[config.mk]
export PLATFORM = sky130hd
export DESIGN_NAME = zone_induct_run_extension
export DESIGN_NICKNAME = d
export VERILOG_FILES = /design/src/zone_induct_pkg.sv /design/src/zone_extend.sv /design/src/zone_induct_run_extension.sv
export SDC_FILE = /design/constraint.sdc
export NUM_CORES = 1
export LEC_CHECK = 0
export BUFFER_PORTS_ARGS = -buffer_cell sky130_fd_sc_hd__buf_4
export CORE_UTILIZATION = 60
export CTS_CLUSTER_SIZE = 40
export DETAILED_ROUTE_END_ITERATION = 10
export HOLD_SLACK_MARGIN = 0.03
export PLACE_DENSITY = 0.81
export RECOVER_POWER = 25
export SLEW_MARGIN = 20
export SYNTH_ARGS = -nofsm -noshare
export SYNTH_HDL_FRONTEND = slang
export SYNTH_SLANG_ARGS = --single-unit
export TNS_END_PERCENT = 20
[constraint.sdc]
create_clock -name sys_clk_i -period 4.1 [get_ports sys_clk_i]
set_clock_uncertainty 0.2 [all_clocks]
set_input_delay 0.205 -clock sys_clk_i [delete_from_list [all_inputs] [get_ports sys_clk_i]]
set_output_delay 0.205 -clock sys_clk_i [all_outputs]
set_load 0.02 [all_outputs]
[src/zone_induct_pkg.sv]
/*
  Shared constants, register map and carrier types for the zone induct
  extension block. Assumes a 100 MHz system clock and a classic Wishbone
  master with 32-bit data and byte-address granularity.
*/
// Behaviour
// - A receiving zone's roller runs on for the forward extension after its sensor blocks.
// - Each zone of the module, upstream and downstream, holds its own extension values.
// - In time mode an extension defaults to zero and spans 0 to 65 seconds.
// - In distance mode an extension is a 16-bit motor pulse count from 0 to 65535, default zero.
// - Software selects per zone whether the extension is measured in time or in motor pulses.
// - The reverse extension applies only with reversing accumulation on and direction reverse.
// - The reverse extension is stored apart from the forward one so the two may differ.
// - With the distance metric the programmed value counts motor pulses, not seconds.
`default_nettype none

package zone_induct_pkg;

  // Clock and time base
  localparam int unsigned CLK_PERIOD_NS = 10;
  localparam int unsigned TIME_UNIT_NS  = 10_000_000; // One count is 0.01 s
  localparam int unsigned TICK_CYCLES   = TIME_UNIT_NS / CLK_PERIOD_NS;
  localparam int unsigned TICK_W        = 20;
  localparam logic [15:0] TIME_MAX      = 16'h1964;   // 65.00 s in 0.01 s units

  // Zones and register map
  localparam int unsigned NZONES     = 2;
  localparam logic [7:0]  ADR_CTRL   = 8'h00;
  localparam logic [7:0]  ADR_UP_FWD = 8'h04;
  localparam logic [7:0]  ADR_UP_REV = 8'h08;
  localparam logic [7:0]  ADR_DN_FWD = 8'h0C;
  localparam logic [7:0]  ADR_DN_REV = 8'h10;
  localparam logic [7:0]  ADR_STATUS = 8'h14;

  // Extension slots: zone * 2 + direction
  localparam logic [1:0] EXT_UP_FWD = 2'h0;
  localparam logic [1:0] EXT_UP_REV = 2'h1;
  localparam logic [1:0] EXT_DN_FWD = 2'h2;
  localparam logic [1:0] EXT_DN_REV = 2'h3;

  // Control bits; metric bit per zone starts at CTRL_METRIC
  localparam int unsigned CTRL_METRIC  = 0;
  localparam int unsigned CTRL_REV_EN  = 2;
  localparam int unsigned CTRL_DIR_REV = 3;
  localparam int unsigned CTRL_W       = 4;

  // Status fields
  localparam int unsigned STAT_MOTOR  = 0;
  localparam int unsigned STAT_EXTEND = 2;

  typedef struct packed {
    logic        cyc;
    logic        stb;
    logic        we;
    logic [7:0]  adr;
    logic [3:0]  sel;
    logic [31:0] dat;
  } wb_req_t;

  typedef struct packed {
    logic        ack;
    logic [31:0] dat;
  } wb_rsp_t;

  typedef enum logic [0:0] {
    ZS_IDLE   = 1'b0,
    ZS_EXTEND = 1'b1
  } zone_state_t;

  typedef struct packed {
    zone_state_t st;
    logic [15:0] cnt;
    logic        motor;
    logic        blk_prev;
  } zone_reg_t;

  typedef struct packed {
    logic [1:0]            sens_s1;
    logic [1:0]            sens_s2;
    logic [1:0]            pls_s1;
    logic [1:0]            pls_s2;
    logic [1:0]            pls_prev;
    logic [TICK_W-1:0]     tick_cnt;
    logic                  tick;
    logic [CTRL_W-1:0]     ctrl;
    logic [3:0][15:0]      ext;
    wb_rsp_t               rsp;
  } top_reg_t;

endpackage

`default_nettype wire

[src/zone_extend.sv]
/*
  One zone's induct extension sequencer and roller drive.
  Assumes sensor input already synchronised and pulse/tick strobes
  one cycle wide on the same clock.
*/
`default_nettype none

module zone_extend (
  input  wire logic        sys_clk_i,
  input  wire logic        arst_n_i,
  input  wire logic        sensor_i,
  input  wire logic        pulse_i,
  input  wire logic        tick_i,
  input  wire logic        metric_i,
  input  wire logic [15:0] target_i,
  input  wire logic        receiving_i,
  input  wire logic        discharge_ok_i,
  output logic             motor_o,
  output logic             extending_o
);

  zone_induct_pkg::zone_reg_t q, d;
  logic        adv;
  logic [15:0] lim;
  logic        blk_rise;

  // Metric selection and time range clamp
  always_comb
  begin
    adv      = metric_i ? pulse_i : tick_i;
    lim      = (!metric_i && target_i > zone_induct_pkg::TIME_MAX)
               ? zone_induct_pkg::TIME_MAX : target_i;
    blk_rise = sensor_i && !q.blk_prev;
  end

  // Next state
  always_comb
  begin
    d          = q;
    d.blk_prev = sensor_i;
    case (q.st)
      zone_induct_pkg::ZS_IDLE:
      begin
        if (receiving_i && blk_rise && lim != 16'h0000)
        begin
          d.st  = zone_induct_pkg::ZS_EXTEND;
          d.cnt = 16'h0000;
        end
      end
      zone_induct_pkg::ZS_EXTEND:
      begin
        if (adv)
        begin
          d.cnt = q.cnt + 16'h0001;
          if (q.cnt + 16'h0001 >= lim)
            d.st = zone_induct_pkg::ZS_IDLE;
        end
      end
      default: d.st = zone_induct_pkg::ZS_IDLE;
    endcase
    // Run while filling, while extending or when discharge allowed
    d.motor = (d.st == zone_induct_pkg::ZS_EXTEND) || discharge_ok_i
              || (receiving_i && !sensor_i);
  end

  // State register
  always_ff @(posedge sys_clk_i or negedge arst_n_i)
  begin
    if (!arst_n_i)
      q <= '0;
    else
      q <= d;
  end

  assign motor_o     = q.motor;
  assign extending_o = (q.st == zone_induct_pkg::ZS_EXTEND);
endmodule

`default_nettype wire

[src/zone_induct_run_extension.sv]
/*
  Induct extension logic for the upstream and downstream zones of one
  conveyor module, with a classic Wishbone register slave.
  Assumes sensors and motor pulses arrive asynchronously from pins and
  that receiving and discharge permits come from logic on sys_clk_i.
*/
// Our own choices: the Wishbone register port and the register offsets.
`default_nettype none

module zone_induct_run_extension #(
  parameter int unsigned TICK_CYCLES = zone_induct_pkg::TICK_CYCLES
) (
  input  wire logic                     sys_clk_i,
  input  wire logic                     arst_n_i,
  input  wire zone_induct_pkg::wb_req_t wb_i,
  output zone_induct_pkg::wb_rsp_t      wb_o,
  input  wire logic [1:0]               zone_sensor_i,
  input  wire logic [1:0]               motor_pulse_i,
  input  wire logic [1:0]               zone_receiving_i,
  input  wire logic [1:0]               discharge_ok_i,
  output logic [1:0]                    zone_roller_motor_o
);

  zone_induct_pkg::top_reg_t q, d;
  logic [1:0] pls_edge;
  logic [1:0] ext_active;
  logic       rev_active;
  logic       req;
  logic       hit;
  logic [1:0] idx;

  // Reverse extension only in reversing accumulation, reverse direction
  assign rev_active = q.ctrl[zone_induct_pkg::CTRL_REV_EN]
                      && q.ctrl[zone_induct_pkg::CTRL_DIR_REV];
  assign pls_edge   = q.pls_s2 & ~q.pls_prev;
  assign req        = wb_i.cyc && wb_i.stb && !q.rsp.ack;

  // Decode of the extension slots
  always_comb
  begin
    hit = 1'b1;
    idx = zone_induct_pkg::EXT_UP_FWD;
    case (wb_i.adr)
      zone_induct_pkg::ADR_UP_FWD: idx = zone_induct_pkg::EXT_UP_FWD;
      zone_induct_pkg::ADR_UP_REV: idx = zone_induct_pkg::EXT_UP_REV;
      zone_induct_pkg::ADR_DN_FWD: idx = zone_induct_pkg::EXT_DN_FWD;
      zone_induct_pkg::ADR_DN_REV: idx = zone_induct_pkg::EXT_DN_REV;
      default:                     hit = 1'b0;
    endcase
  end

  // Next state: synchronisers, time base, register slave
  always_comb
  begin
    d          = q;
    d.sens_s1  = zone_sensor_i;
    d.sens_s2  = q.sens_s1;
    d.pls_s1   = motor_pulse_i;
    d.pls_s2   = q.pls_s1;
    d.pls_prev = q.pls_s2;
    // Free-running 0.01 s tick
    if (q.tick_cnt == (zone_induct_pkg::TICK_W)'(TICK_CYCLES - 1))
    begin
      d.tick_cnt = '0;
      d.tick     = 1'b1;
    end
    else
    begin
      d.tick_cnt = q.tick_cnt + (zone_induct_pkg::TICK_W)'(1);
      d.tick     = 1'b0;
    end
    // Single-cycle ack, data out of a register
    d.rsp.ack = req;
    d.rsp.dat = '0;
    if (req && hit)
    begin
      d.rsp.dat[15:0] = q.ext[idx];
      if (wb_i.we && wb_i.sel[0])
        d.ext[idx][7:0] = wb_i.dat[7:0];
      if (wb_i.we && wb_i.sel[1])
        d.ext[idx][15:8] = wb_i.dat[15:8];
    end
    else if (req && wb_i.adr == zone_induct_pkg::ADR_CTRL)
    begin
      d.rsp.dat[zone_induct_pkg::CTRL_W-1:0] = q.ctrl;
      if (wb_i.we && wb_i.sel[0])
        d.ctrl = wb_i.dat[zone_induct_pkg::CTRL_W-1:0];
    end
    else if (req && wb_i.adr == zone_induct_pkg::ADR_STATUS)
    begin
      d.rsp.dat[zone_induct_pkg::STAT_MOTOR +: 2]  = zone_roller_motor_o;
      d.rsp.dat[zone_induct_pkg::STAT_EXTEND +: 2] = ext_active;
    end
  end

  // State register, all extensions reset to zero
  always_ff @(posedge sys_clk_i or negedge arst_n_i)
  begin
    if (!arst_n_i)
      q <= '0;
    else
      q <= d;
  end

  assign wb_o = q.rsp;

  // One sequencer per zone, each with its own slots
  for (genvar g = 0; g < zone_induct_pkg::NZONES; g++)
  begin : g_zone
    logic [15:0] target;
    assign target = rev_active ? q.ext[2*g+1] : q.ext[2*g];
    zone_extend u_zone (
      .sys_clk_i      (sys_clk_i),
      .arst_n_i       (arst_n_i),
      .sensor_i       (q.sens_s2[g]),
      .pulse_i        (pls_edge[g]),
      .tick_i         (q.tick),
      .metric_i       (q.ctrl[zone_induct_pkg::CTRL_METRIC+g]),
      .target_i       (target),
      .receiving_i    (zone_receiving_i[g]),
      .discharge_ok_i (discharge_ok_i[g]),
      .motor_o        (zone_roller_motor_o[g]),
      .extending_o    (ext_active[g])
    );
  end
endmodule

`default_nettype wire

==> flow_summary.json <==
{
  "die_h_um": 125,
  "r2r_slack_ns": 0.26,
  "cpLargestDelayFamily": "compound AO/OA/AOI/OAI gates",
  "antenna_found_initial": 0,
  "min_period_ns": 3.84,
  "rsz0062_at_grt": "no",
  "synth_edf_count": 0,
  "synth-seq-cells": 154,
  "top_layer": "met4",
  "hold_depth": 3,
  "initial_utilization_pct": 61.8,
  "setup_viol": 0,
  "final_cells": 1181,
  "layout.nets": 1076,
  "yosysTopAreaCellShare_pct": 42.8,
  "diodes": 0,
  "crit_required_ns": 4.25,
  "row_count": 44,
  "worstPathMaxFanout": 16,
  "slew_headroom_pct": -55.4,
  "final_layout_size_suffix_gt1_share_pct": 18.5,
  "outcome": "finished, violations left",
  "port_buffers": 57,
  "end_kind": "flop",
  "synth_warnings": 0,
  "multiInputGateArea_um2": 4770,
  "clkLatencyLatePin_ns": 0.44,
  "arrival_ns": 3.99,
  "hp-class": "primary input to flop",
  "totalWireLength_um": 22300,
  "fmax_mhz": 260,
  "rr_worst_depth": 12,
  "crit_top_cell": "buf_4",
  "netlist_area_um2": 9010,
  "ys.flop_type": "dfrtp_1",
  "area.sequential_um2": 3850,
  "synth_area_leaders": "dfrtp_1 (43%), mux2_2 (8.7%), nand2_1 (5.2%)",
  "drc": 0,
  "crit_chain": "and2_1 -> buf_4 -> mux2_2 -> or3b_2 -> nor4bb_1 -> buf_4 -> o31ai_1 -> ha_1 -> a21o_1 -> a221oi_1 -> o22ai_1 -> o211ai_1",
  "grt.total_usage_pct": 29.9,
  "rr_endpoint": "g_zone[0].u_zone.motor_o",
  "path_buf_inv": 2,
  "tightestPinTransition_ns": 2.33,
  "yosysTopAreaCell": "dfrtp_1",
  "reg2reg_from": "q[99]",
  "synthCells": 922,
  "cts_setup_buffers": 0,
  "fp.dieW_um": 125,
  "violations": "max-capacitance violations, max-slew violations",
  "vias": 7501,
  "p_leak_uw": 0.00472,
  "wl_met3_um": 1750,
  "crit_start": "q[99]",
  "start_kind": "flop",
  "root_buffer": "clkbuf_16",
  "worstSetupPathType": "flop to flop",
  "grt_max_degree": 93,
  "syn2layout_area_growth_pct": 14.0,
  "dp_hpwl_um": 15400,
  "clock-sinks": 154,
  "htree_levels": 4,
  "clockBufferDepth": 2,
  "critPathMaxStageDelay_ns": 0.62,
  "synth_area_per_cell_um2": 9.77,
  "dp.cells": 1123,
  "wire_per_inst_um": 18.9,
  "synth_seq_area_share_pct": 42.8,
  "wirelength_met1_um": 9500,
  "drt_iter0_drc": 962,
  "cp.depth": 12,
  "cts_tree": "yes",
  "drv_slew": 93,
  "num_io_pins": 92,
  "place.gp.congestion": 0.926,
  "cp_slowest_cell": "dfrtp_1",
  "hold_end": "wb_o[32]",
  "postRouteAntennaNets": 0,
  "met2WireLength_um": 10500,
  "hold_violations": 0,
  "min-delay-start": "wb_i[46]",
  "drv_cap": 1,
  "grt_overflow": 0,
  "synth.distinct_cells": 73,
  "dieArea_um2": 15500,
  "vias_per_cell": 6.35,
  "timing.setup.tns_ns": 0,
  "synth-async-reset-ratio_pct": 100,
  "first_global_vias": 7338,
  "fillCellCount": 1067,
  "core_um2": 14600,
  "ir_worst_vdd_mv": 0.328,
  "pwr_density_cell_nw_per_um2": 385,
  "layout_worst_path_cycle_share_pct": 93.6,
  "cts_buffers": 17,
  "grt_pass1_wl_um": 36900,
  "drt_first_pass_iters": 6,
  "cts.clk_slew.worst_paths_ns": 0.07
}
## cell usage in the layout, fill, tap and decap left out, types with 17 or more instances in the layout
cell / count
xor2_1: 18
buf_4: 54
nand3_1: 40
clkbuf_16: 17
nand2_1: 124
o21ai_0: 41
a21oi_1: 40
mux2_2: 70
nor2_1: 59
dlygate4sd3_1: 26
dfrtp_1: 153
xnor2_1: 23
ha_1: 35
## Yosys cell counts, drive strengths merged, types with 7 or more instances
cell	n
buf	43
xnor2	23
a31oi	9
nor2	62
a21oi	40
clkbuf	24
a211oi	8
mux2	71
xor2	18
or3	10
nor3	17
nand4	9
o31ai	8
a22oi	7
ha	35
o221ai	8
nor4	12
o22ai	12
nand2	126
and3	14
o21a	9
o21ai	43
and2	7
inv	12
nor2b	13
dfrtp	154
mux2i	7
a222oi	9
nand3	41
## registers in the layout, indices dropped and copies added (netlist names)
register / count
q: 93
g_zone.u_zone.extending_o: 2
d: 6
g_zone.u_zone.q: 34
wb_o: 17
g_zone.u_zone.motor_o: 2
## worst min-delay path: stages
cell and delay (ns):
buf_4 0.08, nand3b_1 0.24, inv_1 0.18
## per-layer routing
layer	track usage (%)	up-vias
li1	-	3448
met1	39.9	3640
met4	12.4	0
met5	0	-
met3	7.30	56
met2	46.6	357
## logic make-up after synthesis
logic type      synth area share, %
compound gates                 14.6
xor+xnor                       3.98
fa+ha+maj                      4.86
buf+inv                        4.89
flops                          42.8
mux                            9.65
other cells                  0.0416
simple gates                   19.2
## cell type report
cell class | instances | area share [%]
repair buffers | 95 | 7.19
multi-input cells | 704 | 46.5
inverters | 12 | 0.439
clock buffers | 21 | 4.58
well taps | 184 | 2.24
flip-flops and latches | 154 | 37.5
clock inverters | 11 | 1.54
## worst max path at each step
stage               slack, ns                  endpoint
floorplan                0.83  g_zone[1].u_zone.motor_o
finish                   0.26  g_zone[0].u_zone.motor_o
global route             0.09  g_zone[0].u_zone.motor_o
CTS                      0.24  g_zone[0].u_zone.motor_o
detailed placement       0.39  g_zone[0].u_zone.motor_o
global placement         0.45  g_zone[0].u_zone.motor_o
## power by group
group	total, uW	leakage [uW]	internal [uW]	switching (uW)
clock network	1680	0.000307	1020	664
logic	655	0.00248	284	370
registers	1620	0.00193	1560	56.1
## what timing repair did
action	CTS	global route
setup endpoints to repair	0	1
hold buffers	26	0
resized for setup	0	1
hold endpoints to repair	171	0
## per-stage QoR
step           utilization [%]  total power [uW]  setup slack [ns]  cell area (um2)  hold slack [ns]
2_1_floorplan                -              2080             0.832             9070           -0.291
5_1_grt                   70.4              4130            0.0891            10300            0.144
3_5_place_dp              64.6              2260             0.388             9420            0.116
4_1_cts                   70.7              3970             0.240            10300            0.111
3_3_place_gp              64.6              2230             0.453             9420            0.115
6_report                  70.4              3950             0.261            10300            0.125
Power figures use the tool's default switching activity.
